==> config.mk <==
export PLATFORM = sky130hd
export DESIGN_NAME = epki_ext_key_irq
export DESIGN_NICKNAME = d
export VERILOG_FILES = /design/src/inc/epki_pkg.sv /design/src/rtl/epki_ext_chan.sv /design/src/rtl/epki_ext_key_irq.sv
export SDC_FILE = /design/constraint.sdc
export NUM_CORES = 1
export LEC_CHECK = 0
export ABC_AREA = 0
export BUFFER_PORTS_ARGS = -buffer_cell sky130_fd_sc_hd__buf_2
export CORE_MARGIN = 2
export CORE_UTILIZATION = 54
export CTS_CLUSTER_DIAMETER = 200
export DETAILED_ROUTE_END_ITERATION = 6
export GPL_TIMING_DRIVEN = 0
export HOLD_SLACK_MARGIN = 0.15
export PLACE_DENSITY = 0.76
export SYNTH_ARGS = -nofsm -noshare
export SYNTH_HDL_FRONTEND = slang
export SYNTH_SLANG_ARGS = --single-unit
==> constraint.sdc <==
create_clock -name ref_clk -period 1.7 [get_ports ref_clk]
set_clock_uncertainty 0.1 [all_clocks]
set_input_delay 0.255 -clock ref_clk [delete_from_list [all_inputs] [get_ports ref_clk]]
set_output_delay 0.255 -clock ref_clk [all_outputs]
set_load 0.02 [all_outputs]
==> src/inc/epki_pkg.sv <==
package epki_pkg;

  // bus geometry
  localparam int unsigned ADDR_W = 9;
  localparam int unsigned DATA_W = 8;

  // source counts
  localparam int unsigned N_EXT = 5;
  localparam int unsigned N_KEY = 8;
  localparam int unsigned N_SRC = 6;

  // register offsets
  localparam logic [8:0] OFS_EXT_EN0  = 9'h1fa;
  localparam logic [8:0] OFS_EXT_EN1  = 9'h1fb;
  localparam logic [8:0] OFS_EXT_FLT0 = 9'h1fc;
  localparam logic [8:0] OFS_EXT_FLT1 = 9'h1fd;
  localparam logic [8:0] OFS_KEY_EN0  = 9'h1fe;
  localparam logic [8:0] OFS_KEY_EN1  = 9'h1ff;
  localparam logic [8:0] OFS_EDGE_SEL = 9'h1f0;
  localparam logic [8:0] OFS_STATUS   = 9'h1f1;
  localparam logic [8:0] OFS_MASK     = 9'h1f2;

  // field positions
  localparam int unsigned EXT5_EN_BIT   = 2;
  localparam int unsigned EXT5_MODE_BIT = 3;
  localparam int unsigned EXT5_FLT_LO   = 2;
  localparam int unsigned KEY_SRC_BIT   = 5;

  // reset values
  localparam logic [7:0] REG_RESET = 8'h00;
  localparam logic       PIN_IDLE  = 1'b1;

  // filter select codes
  localparam logic [1:0] FILT_NONE  = 2'h0;
  localparam logic [1:0] FILT_DIV1  = 2'h1;
  localparam logic [1:0] FILT_DIV8  = 2'h2;
  localparam logic [1:0] FILT_DIV32 = 2'h3;

  // sampling prescaler and filter counts
  localparam int unsigned PRE_W      = 5;
  localparam logic [2:0]  DIV8_LAST  = 3'h7;
  localparam logic [4:0]  DIV32_LAST = 5'h1f;
  localparam logic [1:0]  MATCH_NEED = 2'h3;

  // per external input settings
  typedef struct packed {
    logic       enable;
    logic       both;
    logic       edge_sel;
    logic [1:0] fcode;
  } epki_chan_cfg_t;

endpackage : epki_pkg

==> src/rtl/epki_ext_chan.sv <==
module epki_ext_chan
  import epki_pkg::*;
(
  // clock and reset
  input  wire logic     ref_clk,
  input  wire logic     rstn,
  // synchronised pin and settings
  input  wire logic     pin_sync,
  input  epki_chan_cfg_t cfg,
  input  wire logic [2:0] smp_stb,
  // one-cycle request
  output logic          req
);

  logic       smp_q;
  logic [1:0] cnt_q;
  logic       filt_q;
  logic       prev_q;
  logic       req_q;

  // sampling clock pick and level seen by the detector
  wire        filter_on = (cfg.fcode != FILT_NONE);
  wire        sel_stb   = (cfg.fcode == FILT_DIV1) ? smp_stb[0] :
                          (cfg.fcode == FILT_DIV8) ? smp_stb[1] : smp_stb[2];
  wire        gated     = cfg.enable ? pin_sync : PIN_IDLE;
  wire        same      = (gated == smp_q);
  wire [1:0]  cnt_d     = !same ? 2'h1 :
                          (cnt_q == MATCH_NEED) ? cnt_q : cnt_q + 2'h1;

  // edge decode on the filtered level
  wire        fall = prev_q & ~filt_q;
  wire        rise = ~prev_q & filt_q;
  wire        hit  = cfg.both ? (fall | rise) : (cfg.edge_sel ? rise : fall);
  wire        req_d = cfg.enable & hit;

  // three-sample filter, bypassed when off
  always_ff @(posedge ref_clk or negedge rstn)
  begin
    if (!rstn)
    begin
      smp_q  <= PIN_IDLE;
      cnt_q  <= MATCH_NEED;
      filt_q <= PIN_IDLE;
    end
    else if (!filter_on)
    begin
      smp_q  <= gated;
      cnt_q  <= MATCH_NEED;
      filt_q <= gated;
    end
    else if (sel_stb)
    begin
      smp_q <= gated;
      cnt_q <= cnt_d;
      if (cnt_d == MATCH_NEED)
        filt_q <= gated;
    end
  end

  // edge history and request pulse
  always_ff @(posedge ref_clk or negedge rstn)
  begin
    if (!rstn)
    begin
      prev_q <= PIN_IDLE;
      req_q  <= 1'b0;
    end
    else
    begin
      prev_q <= filt_q;
      req_q  <= req_d;
    end
  end

  assign req = req_q;
endmodule : epki_ext_chan

==> src/rtl/epki_ext_key_irq.sv <==
// How it works
// - an external input raises requests only while its enable bit is set.
// - each external input has an edge-mode bit beside its enable, 1 means both edges.
// - in one-edge mode the control edge-select bit picks falling or rising.
// - rewriting the first enable register may set a spurious request flag.
// - input five takes enable from bit 2 and edge mode from bit 3.
// - two-bit filter code: none, every clock, divide by 8, divide by 32.
// - input five takes its filter code from bits 2 and 3 of filter register 1.
// - with filtering, three agreeing samples are needed before the flag sets.
// - any qualifying edge on the eight key pins gives one key request.
// - a key request also acts as a wake-up event out of wait or stop.
// - each key pin has a use bit and a polarity bit, 1 meaning rising.
// - while an enabled key pin sits at its active level, other pins are ignored.
// - rewriting a key enable register may set a spurious key request flag.
// - flags set on a request and clear when the processor acknowledges.
//
// Local design decision: the address-and-strobe port.
module epki_ext_key_irq
  import epki_pkg::*;
(
  // clock and reset
  input  wire logic              ref_clk,
  input  wire logic              rstn,
  // external pins, active low idle high
  input  wire logic [N_EXT-1:0]  ext_irq_pin_n,
  input  wire logic [N_KEY-1:0]  key_pin_n,
  // register port
  input  wire logic [ADDR_W-1:0] addr,
  input  wire logic [DATA_W-1:0] wdata,
  input  wire logic              wr_en,
  input  wire logic              rd_en,
  output logic [DATA_W-1:0]      rd_data,
  // processor acknowledge, one bit per source
  input  wire logic [N_SRC-1:0]  irq_ack,
  // interrupt and wake outputs
  output logic [N_SRC-1:0]       request_flag,
  output logic                   irq,
  output logic                   wake_req
);

  localparam int unsigned N_PIN = N_EXT + N_KEY;

  logic [N_PIN-1:0]  sync1_q;
  logic [N_PIN-1:0]  sync2_q;
  logic [7:0]        ext_en0_q;
  logic [7:0]        ext_en1_q;
  logic [7:0]        ext_flt0_q;
  logic [7:0]        ext_flt1_q;
  logic [7:0]        key_en0_q;
  logic [7:0]        key_en1_q;
  logic [N_EXT-1:0]  edge_sel_q;
  logic [N_SRC-1:0]  stat_q;
  logic [N_SRC-1:0]  stat_d;
  logic [N_SRC-1:0]  mask_q;
  logic [DATA_W-1:0] rd_data_q;
  logic              irq_q;
  logic              wake_q;
  logic              key_any_q;
  logic [PRE_W-1:0]  pre_q;

  epki_chan_cfg_t    ext_cfg [N_EXT];
  logic [N_EXT-1:0]  ext_req;
  logic [N_KEY-1:0]  key_act;

  // two-stage synchroniser for all pins
  always_ff @(posedge ref_clk or negedge rstn)
  begin
    if (!rstn)
    begin
      sync1_q <= '1;
      sync2_q <= '1;
    end
    else
    begin
      sync1_q <= {key_pin_n, ext_irq_pin_n};
      sync2_q <= sync1_q;
    end
  end

  wire [N_EXT-1:0] ext_sync = sync2_q[N_EXT-1:0];
  wire [N_KEY-1:0] key_sync = sync2_q[N_PIN-1:N_EXT];

  // sampling clock prescaler, free running
  always_ff @(posedge ref_clk or negedge rstn)
  begin
    if (!rstn)
      pre_q <= '0;
    else
      pre_q <= pre_q + 5'h01;
  end

  wire [2:0] smp_stb = {pre_q == DIV32_LAST, pre_q[2:0] == DIV8_LAST, 1'b1};

  // register write decode
  wire wr_en0   = wr_en && (addr == OFS_EXT_EN0);
  wire wr_en1   = wr_en && (addr == OFS_EXT_EN1);
  wire wr_flt0  = wr_en && (addr == OFS_EXT_FLT0);
  wire wr_flt1  = wr_en && (addr == OFS_EXT_FLT1);
  wire wr_key0  = wr_en && (addr == OFS_KEY_EN0);
  wire wr_key1  = wr_en && (addr == OFS_KEY_EN1);
  wire wr_esel  = wr_en && (addr == OFS_EDGE_SEL);
  wire wr_stat  = wr_en && (addr == OFS_STATUS);
  wire wr_mask  = wr_en && (addr == OFS_MASK);

  // settings registers
  always_ff @(posedge ref_clk or negedge rstn)
  begin
    if (!rstn)
    begin
      ext_en0_q  <= REG_RESET;
      ext_en1_q  <= REG_RESET;
      ext_flt0_q <= REG_RESET;
      ext_flt1_q <= REG_RESET;
      key_en0_q  <= REG_RESET;
      key_en1_q  <= REG_RESET;
    end
    else
    begin
      if (wr_en0)
        ext_en0_q <= wdata;
      if (wr_en1)
        ext_en1_q <= wdata;
      if (wr_flt0)
        ext_flt0_q <= wdata;
      if (wr_flt1)
        ext_flt1_q <= wdata;
      if (wr_key0)
        key_en0_q <= wdata;
      if (wr_key1)
        key_en1_q <= wdata;
    end
  end

  // edge-select and mask registers
  always_ff @(posedge ref_clk or negedge rstn)
  begin
    if (!rstn)
    begin
      edge_sel_q <= '0;
      mask_q     <= '0;
    end
    else
    begin
      if (wr_esel)
        edge_sel_q <= wdata[N_EXT-1:0];
      if (wr_mask)
        mask_q <= wdata[N_SRC-1:0];
    end
  end

  // inputs 0 to 3 take their bits in pairs
  genvar gi;
  generate
    for (gi = 0; gi < N_EXT - 1; gi++)
    begin : g_ext_cfg
      assign ext_cfg[gi] = {ext_en0_q[2*gi], ext_en0_q[2*gi+1], edge_sel_q[gi],
                            ext_flt0_q[2*gi+1 -: 2]};
    end
  endgenerate

  // input five sits in the second pair of the second registers
  assign ext_cfg[N_EXT-1] = {ext_en1_q[EXT5_EN_BIT], ext_en1_q[EXT5_MODE_BIT],
                             edge_sel_q[N_EXT-1],
                             ext_flt1_q[EXT5_FLT_LO+1 -: 2]};

  // one filter and edge detector per external input
  generate
    for (gi = 0; gi < N_EXT; gi++)
    begin : g_ext_chan
      epki_ext_chan u_chan (
        .ref_clk  (ref_clk),
        .rstn     (rstn),
        .pin_sync (ext_sync[gi]),
        .cfg      (ext_cfg[gi]),
        .smp_stb  (smp_stb),
        .req      (ext_req[gi])
      );
    end
  endgenerate

  // key pin active levels; a disabled pin never counts
  wire [2*N_KEY-1:0] key_cfg = {key_en1_q, key_en0_q};

  generate
    for (gi = 0; gi < N_KEY; gi++)
    begin : g_key
      assign key_act[gi] = key_cfg[2*gi] &
                           (key_cfg[2*gi+1] ? key_sync[gi] : ~key_sync[gi]);
    end
  endgenerate

  // any active pin holds off the others; enabling an active pin fires
  wire key_any = |key_act;
  wire key_req = key_any & ~key_any_q;

  always_ff @(posedge ref_clk or negedge rstn)
  begin
    if (!rstn)
    begin
      key_any_q <= 1'b0;
      wake_q    <= 1'b0;
    end
    else
    begin
      key_any_q <= key_any;
      wake_q    <= key_req;
    end
  end

  // request flags: set beats any clear in the same cycle
  wire [N_SRC-1:0] src_req = {key_req, ext_req};
  wire [N_SRC-1:0] clr_vec = (wr_stat ? wdata[N_SRC-1:0] : '0) | irq_ack;

  assign stat_d = (stat_q & ~clr_vec) | src_req;

  always_ff @(posedge ref_clk or negedge rstn)
  begin
    if (!rstn)
    begin
      stat_q <= '0;
      irq_q  <= 1'b0;
    end
    else
    begin
      stat_q <= stat_d;
      irq_q  <= |(stat_q & mask_q);
    end
  end

  // read selection, unmapped reads as zero
  wire [DATA_W-1:0] rd_mux =
    (addr == OFS_EXT_EN0)  ? ext_en0_q  :
    (addr == OFS_EXT_EN1)  ? ext_en1_q  :
    (addr == OFS_EXT_FLT0) ? ext_flt0_q :
    (addr == OFS_EXT_FLT1) ? ext_flt1_q :
    (addr == OFS_KEY_EN0)  ? key_en0_q  :
    (addr == OFS_KEY_EN1)  ? key_en1_q  :
    (addr == OFS_EDGE_SEL) ? {3'h0, edge_sel_q} :
    (addr == OFS_STATUS)   ? {2'h0, stat_q} :
    (addr == OFS_MASK)     ? {2'h0, mask_q} : 8'h00;

  wire rd_hit = (addr == OFS_EDGE_SEL) || (addr == OFS_STATUS) || (addr == OFS_MASK) ||
                ((addr >= OFS_EXT_EN0) && (addr <= OFS_KEY_EN1));

  // read data stands only in the cycle after the strobe
  always_ff @(posedge ref_clk or negedge rstn)
  begin
    if (!rstn)
      rd_data_q <= '0;
    else if (rd_en)
      rd_data_q <= rd_mux;
    else
      rd_data_q <= '0;
  end

  assign rd_data      = rd_data_q;
  assign request_flag = stat_q;
  assign irq          = irq_q;
  assign wake_req     = wake_q;
endmodule : epki_ext_key_irq
======== Yosys cells after proc, flatten, opt, wreduce, memory -nomap -nowiden ========
Cells that the tools add are included.
word-level totals
  output and inout port bits .............. 16
  flip-flop bits (word level) ............. 137
  word-level logic and storage cells ...... 256
  input port bits ......................... 40
cells by class
  add/subtract/negate cells ............... 6
  reductions and logical operators ........ 21
  eq/ne operators ......................... 46
  mux-type cells .......................... 89
  bitwise gates (word level) .............. 53
operators with widths
  cell                                                  number
  equality test 9 bit (second input constant)           9
  two-way mux 1 bit                                     58
  two-way mux 8 bit                                     7
  two-way mux 2 bit                                     20
  equality test 2 bit (second input constant)           15
  bitwise AND 1 bit                                     24
  two-way mux 6 bit                                     4
  != test 2 bit (second input constant)                 10
  NOT 1 bit                                             19
  bitwise AND 6 bit                                     2
  OR 6 bit                                              2
  adder 2 x 1 -> 2 bit (second input constant)          5
  equality test 2 x 1 -> 1 bit (second input constant)  5
  AND reduction 2 bit                                   5
  nonzero test 2 bit                                    5
  logical AND 1 bit                                     9
  OR reduction 8 bit                                    1
  NOT 6 bit                                             1
  OR reduction 6 bit                                    1
  adder 5 x 1 -> 5 bit (second input constant)          1
  equality test 1 bit                                   5
  equality test 5 bit (second input constant)           1
  OR 1 bit                                              5
  equality test 3 bit (second input constant)           1

======== Longest topological paths before layout ========
Gate-level depths: netlist (run 1).
  depth in word-level cells ............... 11
  gate-level depth with buffers ........... 7
  mapped depth without buffers ............ 7

======== Cells and area by module ========
From an unflattened synthesis (run 1), not the netlist that was laid out.
unflattened totals
  cell total of the unflattened synthesis .. 517
  area, all modules ....................... 6,379.9 um^2
modules (own cells, without submodules)
  module            instances  area an instance (um^2)  cells each  seq. area each (um^2)
  epki_ext_key_irq  1          4,571.9                  337         2,710.1
  epki_ext_chan     5          361.6                    36          156.4

======== Worst setup path before layout (run 1) ========
OpenSTA, ideal clock, no wires.
  kind .................................... flip-flop to flip-flop
  from .................................... reg pre_q[0]
  to ...................................... reg g_ext_chan[4].u_chan.smp_q
  buffers on the path ..................... 0
  path slack .............................. 0.020 ns
  data required time ...................... 1.518 ns
  period minus slack after synthesis ...... 1.680 ns
  arrival time ............................ 1.498 ns
  stages on the path, launching flop included .. 7
  library setup time ...................... 0.082 ns
  path through ............................ dfrtp_1 ha_1 and3_1 ha_1 mux2i_1 nand2_1 mux2_2
between the ends
  word-level cells in the longest chain between the ends .. 4
  elaborated cells on any way between the ends .. 5
  classes of those cells .................. eq/ne (3); mux (2)
ends and longest elaborated chain
  element                                                            line                    RTL
  start: declaration                                                 epki_ext_key_irq.sv:59  logic [PRE_W-1:0] pre_q;
  start signal: assignment                                           epki_ext_key_irq.sv:89  pre_q <= pre_q + 5'h01;
  equality test 5 bit / equality test 3 bit (equally long branches)  epki_ext_key_irq.sv:92  wire [2:0] smp_stb = {pre_q == DIV32_LAST, pre_q[2:0] == DIV8_LAST, 1'b1};
  two-way mux 1 bit (*)                                              epki_ext_chan.sv:24     (cfg.fcode == FILT_DIV8) ? smp_stb[1] : smp_stb[2];
  two-way mux 1 bit (*)                                              epki_ext_chan.sv:23     wire sel_stb = (cfg.fcode == FILT_DIV1) ? smp_stb[0] :
  != test 2 bit (no line) (*)                                        n/a
  end signal: assignment                                             epki_ext_chan.sv:47     smp_q <= gated;
  end signal: assignment                                             epki_ext_chan.sv:53     smp_q <= gated;
  end: declaration                                                   epki_ext_chan.sv:15     logic smp_q;
Every way passes the cells marked *; elsewhere a longest branch is shown, timed or not.
A chain may end at the register's enable or synchronous reset.

======== Worst setup path in the final report (run 1) ========
  from .................................... reg pre_q[0]
  to ...................................... reg g_ext_chan[0].u_chan.smp_q
between the ends
  word-level cells in the longest chain between the ends .. 4
  elaborated cells on any way between the ends .. 5
  classes of those cells .................. eq/ne (3); mux (2)
ends and longest elaborated chain
  element                                                            line
  equality test 5 bit / equality test 3 bit (equally long branches)  epki_ext_key_irq.sv:92
  two-way mux 1 bit (*)                                              epki_ext_chan.sv:24
  two-way mux 1 bit (*)                                              epki_ext_chan.sv:23
  != test 2 bit (no line) (*)                                        n/a
  end signal: assignment                                             epki_ext_chan.sv:47
  end signal: assignment                                             epki_ext_chan.sv:53
  end: declaration                                                   epki_ext_chan.sv:15
Marked as above.

==> flow_summary.json, run 1 <==
{
  "leakage_nw": 3.665,
  "synth_cell_type_count": 53,
  "grtUsageTotal_pct": 24.22,
  "p_total_mw": 7.773,
  "min_path_type": "input port to flip-flop",
  "grt_max_degree": 73,
  "grt_pass1_vias": 4438,
  "startpoint_type": "flip-flop",
  "globalRouteOverflowTotal": 0,
  "root_buffer": "clkbuf_16",
  "pre_cts_slack_ps": -288.8,
  "dieArea_sq_mm": 0.01241,
  "drt_iter0_markers": 302,
  "hold-worst-slack_ps": 179.3,
  "irDropWorstVdd_uv": 1072,
  "fin_crit_sh_pct": 103.4,
  "status": "complete, but fails checks",
  "synth_edf_count": 0,
  "synth_seq_cells": 137,
  "coreArea_sq_mm": 0.01132,
  "clkTransAtPathRegs_ps": 60,
  "powerDensity_mw_per_mm2": 1008,
  "netlist_instances": 475,
  "async_reset_ff_share_pct": 100.0,
  "max_freq_mhz": 569.0,
  "first_pass_iters": 5,
  "routabilityCongestion": 0.9326,
  "rsz0062_at_grt": "yes",
  "antenna_cells": 0,
  "synthesis.nets": 528,
  "failed_checks": "negative setup slack",
  "r2r_setup_slack_ps": -60,
  "worst_slack_ps": -57.44,
  "setup_violations": 12,
  "hold_violations": 0,
  "crit_type": "flip-flop to flip-flop",
  "cap_violations": 0,
  "cp_max_fo": 5,
  "rows": 39,
  "antenna_found_initial": 0,
  "stdcell_count": 734,
  "port_buffers": 54,
  "tightest_slew_ps": 607.9,
  "clk_path_buf_depth": 2,
  "htreeDepth": 4,
  "cts_buffers": 17,
  "ios": 56,
  "clock_sinks": 137,
  "required_ps": 1940,
  "drive_gt1_share_pct": 43.99,
  "place_inst": 673,
  "finalMaxSlewViolations": 0,
  "fin_crit_ps": 1757,
  "end_kind": "flip-flop",
  "yosys_warnings": 0,
  "drt-total-wl_microns": 14220,
  "fin_nets": 631,
  "syn2layout_area_growth_pct": 23.80,
  "synth_ff_type": "dfrtp_1",
  "wire_per_inst_microns": 19.38,
  "die_y_microns": 111.4,
  "ys_seq_area_share_pct": 56.07,
  "vias_per_cell": 5.745,
  "vias": 4217,
  "die_width_microns": 111.4,
  "synth_area_per_cell_sq_um": 13.11,
  "max_slew_margin_pct": 59.47,
  "dpl.hpwl_microns": 9583,
  "initial_core_util_pct": 55.02,
  "worstPathArrival_ps": 2000,
  "drc": 0,
  "antenna_left": 0,
  "syn-cell-area_sq_mm": 0.006228,
  "final_util_pct": 68.11,
  "cts_tree": "done",
  "worstSkewPairLatency_ps": 420,
  "grt_pass1_wl_microns": 22910
}
[worst paths after layout]
path                                               to        from  cells past startpoint
max                        g_ext_chan[0].u_chan.smp_q    pre_q[0]                      6
min                                      key_en0_q[4]    wdata[4]                      2
max reg2reg                g_ext_chan[0].u_chan.smp_q    pre_q[0]                      6
min reg2reg                                sync2_q[9]  sync1_q[9]                      0
max in group asynchronous                  sync2_q[3]        rstn                      3
min in group asynchronous               ext_flt1_q[5]        rstn                      2
[worst max-delay path: stages (launching register included)]
cell	delay [ps]
dfrtp_1	390
ha_4	160
and3_4	190
ha_4	230
mux2i_1	120
nand2_1	150
mux2_2	350
[repair_timing]
| item | CTS | global route |
|---|---|---|
| resized for setup | 22 | 3 |
| hold buffers | 25 | 0 |
| endpoints found under the setup margin | 20 | 20 |
| endpoints found under the hold margin | 119 | 0 |
| pin swaps | 20 | 5 |
| buffers inserted | 2 | 2 |
[flip-flops by register name, indices dropped and copies added (netlist names), 6 cells and up]
name,count
sync1_q,13
sync2_q,13
g_ext_chan.u_chan.cnt_q,10
ext_en0_q,8
ext_en1_q,8
ext_flt0_q,8
ext_flt1_q,8
key_en0_q,8
key_en1_q,8
rd_data,8
mask_q,6
request_flag,6
[cell type report]
type | count | area, sq um
flip-flops and latches | 137 | 3492
plain buffers | 10 | 68.82
repair buffers | 84 | 584.3
multi-input cells | 307 | 2674
clock inverters | 10 | 138.9
inverters | 21 | 78.83
fillers | 845 | 3610
well taps | 143 | 178.9
clock buffers | 22 | 495.5
[report_power, final]
group | switching, mW | internal (mW) | total [mW]
Clock | 1.34 | 2.51 | 3.85
Combinational | 0.272 | 0.207 | 0.479
Sequential | 0.0678 | 3.38 | 3.45
[metal layers]
layer | global-route usage, % | share of wire [%] | wire, microns
met4 | 8.313 | 1.6 | 223
met2 | 40.08 | 50 | 7103
met3 | 6.696 | 6.4 | 906
met5 | 0 | 0 | 0
met1 | 31.13 | 42 | 5990
[cells in the mapped netlist (all sizes together) (10+ instances only)]
| cell type | count | area (sq um) |
|---|---|---|
| nand3 | 11 | 80.07 |
| dfstp | 51 | 1340 |
| ha | 13 | 162.7 |
| a22oi | 10 | 75.07 |
| dfrtp | 86 | 2152 |
| o22a | 10 | 87.58 |
| nor2 | 18 | 121.4 |
| inv | 21 | 78.83 |
| mux2 | 77 | 878.3 |
| o21ai | 14 | 70.07 |
| mux2i | 12 | 120.1 |
| xnor2 | 14 | 122.6 |
| nand2 | 28 | 122.6 |
| a21oi | 16 | 80.08 |
[cells by family (layout without fill, tap and decap cells)]
logic type	Yosys count	count (layout)	synth area share (%)
AO/OA/AOI/OAI	91	91	10.39
XOR/XNOR	14	14	1.969
adder cells (fa/ha/maj)	13	13	2.612
buffers and inverters	31	147	2.370
flip-flops	137	137	56.07
multiplexers	90	90	16.39
AND/OR/NAND/NOR	99	99	10.20
[per-stage QoR]
| step | instance area (sq um) | setup TNS [ps] |
|---|---|---|
| final | 7711 | -374.1 |
| after global routing | 7711 | -967.2 |
| after CTS | 7682 | -766.2 |
| after detailed placement | 6711 | -15120 |
| after global placement | 6678 | -171200 |
| after floorplan | 6228 | 0 |
[cell usage in the layout, fill, tap and decap left out, types with 14 or more instances in the layout]
cell type      synthesis  layout
a21oi_1               16      16
clkbuf_16              0      18
dfstp_2               51      51
xnor2_1               14      14
mux2_2                72      72
dlygate4sd3_1          0      25
dfrtp_1               86      86
nand2_1               25      22
buf_2                  6      59
inv_1                 21      21
Note: power is estimated with default switching activity, not from simulation.
==> run 2, diff against run 1 <==
- MAX_ROUTING_LAYER: default -> met4
- SETUP_SLACK_MARGIN: default -> 0.15
==> run 2 against run 1 <==
  * The run still ends with negative setup slack left
  * Die area is the same
  * Sequential share of layout area shrank 0.48 points
  * Via count shrank 0.38%
  * Count of clock-buffer cells in the layout shrank 3
  * Worst setup slack gained 13 ps
  * Highest routed layer unchanged
  * Cell count grew 0.41%
  * Largest cell class unchanged
  * Combinational power grew 4.4%
  * Worst hold slack lost 1.5 ps
  * Non-clock buffer count grew 3
==> flow_summary.json, run 2 (same netlist as run 1, synthesis figures left out) <==
{
  "critPathMaxStageDelay_ps": 410,
  "failed_checks": "negative setup slack",
  "final_util_pct": 68.84,
  "setup_violations": 8,
  "die_y_microns": 111.4,
  "fin_crit_sh_pct": 102.6,
  "r2r_setup_slack_ps": -40,
  "drt-total-wl_microns": 14570,
  "grt_max_degree": 85,
  "globalRouteOverflowTotal": 0,
  "cts_tree": "done",
  "hold-worst-slack_ps": 177.8,
  "clock_sinks": 137,
  "fin_nets": 634,
  "antenna_left": 0,
  "dpl.hpwl_microns": 9961,
  "final_cell_mix": "86 x dfrtp_1, 63 x mux2_2, 59 x buf_2",
  "cp_cell_sequence": "ha_4 > and3_4 > ha_4 > mux2i_1 > nand2_1 > mux2_2",
  "drt_iter0_markers": 294,
  "crit_family": "multiplexers",
  "end_kind": "flip-flop",
  "rsz0062_at_grt": "yes",
  "drc": 0,
  "antenna_found_initial": 0,
  "required_ps": 1950,
  "clkTransAtPathRegs_ps": 60,
  "worst_slack_ps": -44.03,
  "grt_pass1_wl_microns": 23110,
  "grt_pass1_vias": 4319,
  "grtUsageTotal_pct": 25.70,
  "htreeDepth": 4,
  "initial_core_util_pct": 55.02,
  "fin_area_sq_mm": 0.007794,
  "hold_violations": 0,
  "wire_per_inst_microns": 19.77,
  "clk_path_buf_depth": 2,
  "irDropWorstVdd_uv": 1058,
  "cts_buffers": 17,
  "fin_crit_ps": 1744,
  "min_path_type": "input port to flip-flop",
  "cap_violations": 0,
  "routabilityCongestion": 0.9170,
  "worstSkewPairLatency_ps": 430,
  "powerDensity_mw_per_mm2": 966.5,
  "crit_type": "flip-flop to flip-flop",
  "root_buffer": "clkbuf_16",
  "die_width_microns": 111.4,
  "top_regs": "sync1_q x13, sync2_q x13, g_ext_chan.u_chan.cnt_q x10",
  "syn2layout_area_growth_pct": 25.13,
  "max_slew_margin_pct": 66.75,
  "finalMaxSlewViolations": 0,
  "antenna_cells": 0,
  "ios": 56,
  "leakage_nw": 3.706,
  "dieArea_sq_mm": 0.01241,
  "rows": 39,
  "coreArea_sq_mm": 0.01132,
  "worstPathArrival_ps": 2000,
  "crit_buf_inv": 0,
  "vias_per_cell": 5.700,
  "placed_area_sq_mm": 0.006765,
  "port_buffers": 54,
  "cp_max_fo": 5,
  "first_pass_iters": 4,
  "final_common_cell": "dfrtp_1",
  "drive_gt1_share_pct": 45.45,
  "startpoint_type": "flip-flop",
  "crit_slowest_cell": "dfrtp_1",
  "crit_top_cell": "ha_4",
  "status": "complete, but fails checks",
  "tightest_slew_ps": 498.8,
  "vias": 4201,
  "p_total_mw": 7.533,
  "max_freq_mhz": 573.4
}
==> run 2: cell types whose count changed in the layout (fill, tap and decap cells not counted), sizes merged <==
| cell | before | now |
|---|---|---|
| buf | 68 | 69 |
| clkinvlp | 4 | 2 |
| inv | 21 | 27 |
| clkinv | 3 | 4 |
| bufinv | 3 | 1 |
| clkbuf | 23 | 20 |
| dlygate4sd3 | 25 | 27 |
==> run 2: cell type report <==
class | instances | area [sq um]
Buffer | 10 | 68.82
Clock buffer | 19 | 452.9
Inverter | 21 | 78.83
Clock inverter | 13 | 131.4
Fill cell | 801 | 3527
Tap cell | 143 | 178.9
Timing Repair Buffer | 87 | 636.9
Multi-Input combinational cell | 307 | 2754
Sequential cell | 137 | 3492
==> run 2: final timing paths <==
kind                            start                         end  depth (start not counted)
setup reg to reg             pre_q[0]  g_ext_chan[0].u_chan.smp_q                          6
hold / removal               wdata[1]             request_flag[1]                          3
setup / recovery             pre_q[0]  g_ext_chan[0].u_chan.smp_q                          6
hold reg to reg            sync1_q[0]                  sync2_q[0]                          0
max in group asynchronous        rstn                  sync1_q[8]                          3
min in group asynchronous        rstn                ext_en0_q[3]                          2
==> run 2: worst min-delay path: cells and delay by family <==
family          cells  cell delay (ps)
simple gates        1               90
compound gates      1              130
buf+inv             1              190
==> run 2: stage by stage <==
step,worst slack (ps),instances,TNS (ps)
3_5_place_dp,-337.4,673,-14020
2_1_floorplan,69.04,475,0
6_report,-44.03,737,-214.2
5_1_grt,-115.3,737,-1069
4_1_cts,-58.72,736,-226.0
3_3_place_gp,-1447,672,-171760
==> run 2: where the power goes <==
part	switching, mW	internal (mW)	total, mW	leakage (nW)
Combinational	0.280	0.220	0.500	1.70
Sequential	0.0685	3.38	3.45	1.72
Clock	1.46	2.12	3.58	0.283
Total	1.81	5.72	7.53	3.71
==> run 2: repair_timing <==
action                     in CTS  in global routing
hold buffers                   27                  0
pin swaps                      17                  8
setup buffers                   4                  1
setup endpoints to repair      30                 23
gates resized for setup        11                 20
hold endpoints to repair      138                  0
==> run 2: layer usage <==
| layer | track usage (%) | wire (microns) | up-vias | share of wire, % |
|---|---|---|---|---|
| met5 | - | 0 | - | 0 |
| met1 | 32.55 | 6272 | 2137 | 43 |
| met2 | 41.30 | 7423 | 99 | 51 |
| met4 | 8.230 | 176 | 0 | 1.2 |
| li1 | - | - | 1950 | - |
| met3 | 6.206 | 697 | 15 | 4.8 |
==> run 3, diff against run 2 <==
- CORE_UTILIZATION: 54 -> 64
- PLACE_DENSITY: 0.76 -> 0.85
- clock period: 1.7 -> 2.1 ns (I/O delays scaled with it)
==> run 3 against run 2 <==
  * The flow now finishes without violations
  * Count of clock-buffer cells in the layout down 1
  * Maximum frequency down 10%
  * Utilization up 10 points
  * Combinational power down 20%
  * Design area down 2.4%
  * Routed wire length up 2.9%
  * Power down 19%
  * Sequential power down 19%
  * Worst hold slack better by 39 ps
  * Clock power down 18%
  * Via count up 1.9%
  * Non-clock buffer count down 3
  * Critical endpoint is now g_ext_chan[2].u_chan.cnt_q[1]
  * Largest power group unchanged
==> flow_summary.json, run 3 (same netlist as run 1, synthesis figures left out) <==
{
  "clock_sinks": 137,
  "initial_core_util_pct": 64.92,
  "startpoint_type": "flip-flop",
  "dieArea_sq_mm": 0.01054,
  "fin_crit_sh_pct": 92.30,
  "fin_area_sq_mm": 0.007604,
  "globalRouteOverflowTotal": 0,
  "rsz0062_at_grt": "yes",
  "irDropWorstVdd_uv": 610.3,
  "drt_iter0_markers": 263,
  "stdcell_count": 724,
  "min_path_type": "input port to flip-flop",
  "finalMaxSlewViolations": 0,
  "die_y_microns": 102.7,
  "top_regs": "sync1_q x13, sync2_q x13, g_ext_chan.u_chan.cnt_q x10",
  "final_cell_mix": "86 x dfrtp_1, 72 x mux2_2, 59 x buf_2",
  "grtUsageTotal_pct": 31.71,
  "layout.area.seq_sq_mm": 0.003492,
  "worstPathArrival_ps": 2300,
  "final_common_cell": "dfrtp_1",
  "drc": 0,
  "cts_tree": "done",
  "leakage_nw": 3.646,
  "tightest_slew_ps": 695.0,
  "fin_crit_ps": 1938,
  "routabilityCongestion": 0.9631,
  "vias_per_cell": 5.913,
  "grt_pass1_vias": 4385,
  "fin_nets": 631,
  "grt_pass1_wl_microns": 23220,
  "coreArea_sq_mm": 0.009594,
  "required_ps": 2460,
  "wire_per_inst_microns": 20.70,
  "worstSkewPairLatency_ps": 540,
  "rows": 36,
  "setup_violations": 0,
  "crit_type": "flip-flop to flip-flop",
  "end_kind": "flip-flop",
  "ios": 56,
  "max_freq_mhz": 515.9,
  "antenna_found_initial": 0,
  "antenna_cells": 0,
  "cp_max_fo": 5,
  "port_buffers": 54,
  "placed_area_sq_mm": 0.006699,
  "syn2layout_area_growth_pct": 22.08,
  "powerDensity_mw_per_mm2": 804.6,
  "max_slew_margin_pct": 53.67,
  "clkTransAtPathRegs_ps": 60,
  "fillers": 559,
  "htreeDepth": 4,
  "cts_buffers": 17,
  "vias": 4281,
  "drt-total-wl_microns": 14990,
  "hold_violations": 0,
  "status": "complete, no violations",
  "cap_violations": 0,
  "first_pass_iters": 5,
  "antenna_left": 0,
  "clk_path_buf_depth": 2,
  "grt_max_degree": 78,
  "die_width_microns": 102.7,
  "multi_input_area_sq_mm": 0.002615,
  "root_buffer": "clkbuf_8",
  "drive_gt1_share_pct": 41.62,
  "dpl.hpwl_microns": 9489,
  "place_inst": 663
}
[run 3: changes by cell type in the layout (fill, tap and decap cells not counted), sizes merged]
| cell | previous run | this run |
|---|---|---|
| clkbuf | 20 | 19 |
| clkinvlp | 2 | 1 |
| bufinv | 1 | 2 |
| buf | 69 | 64 |
| dlygate4sd3 | 27 | 29 |
| clkinv | 4 | 5 |
[run 3: layer usage]
metal	GRT usage [%]	share of wire (%)	up-vias	routed length (microns)
met5	-	0	-	0
met4	15.59	2.9	0	435
met3	5.966	5.7	31	850
met2	49.92	50	149	7431
met1	39.69	42	2163	6274
li1	-	-	1938	-
[run 3: worst paths after layout]
check,start,to,slack [ps],cells after the start
max,pre_q[0],g_ext_chan[2].u_chan.cnt_q[1],160,6
min,addr[4],rd_data[2],220,4
max reg2reg,pre_q[0],g_ext_chan[2].u_chan.cnt_q[1],160,6
min reg2reg,sync1_q[0],sync2_q[0],260,0
max in group asynchronous,rstn,g_ext_chan[3].u_chan.prev_q,840,3
min in group asynchronous,rstn,request_flag[1],280,2
[run 3: area by class of cell]
| cell class | instances | area share (%) |
|---|---|---|
| buffer | 10 | 0.9051 |
| clock buffer | 18 | 5.628 |
| clock inverter | 14 | 2.106 |
| inverter | 21 | 1.037 |
| multi-input combinational | 307 | 34.39 |
| sequential | 137 | 45.93 |
| tap | 133 | 2.189 |
| timing repair buffer | 84 | 7.816 |
[run 3: critical path, cell delays in order (launching register included)]
cell and delay [ps]:
dfrtp_1 370, ha_1 180, ha_1 470, mux2i_2 170, and2_4 210, o22a_1 190, o22a_1 170
[run 3: per-stage QoR]
step	setup TNS [ps]	total power, mW	hold slack, ps	util, %	setup WS (ps)
floorplan	0	2.991	-80.59	-	409.0
global placement	-104150	3.160	245.5	69.47	-1033
detailed placement	0	3.179	247.6	69.82	76.26
CTS	0	6.148	190.2	79.00	154.0
global route	0	6.318	226.2	79.25	104.7
finish	0	6.118	216.6	79.25	161.7
[run 3: report_power, final]
part	switching (mW)	total [mW]	internal, mW
clock network	1.18	2.93	1.75
logic	0.230	0.400	0.170
registers	0.0541	2.79	2.74
total	1.47	6.12	4.65
[run 3: timing repair]
action,4_1_cts,5_1_grt
hold endpoints to repair,162,0
setup endpoints to repair,12,12
resized for setup,1,5
hold buffers,29,0
buffers inserted,0,0
cloned,0,0
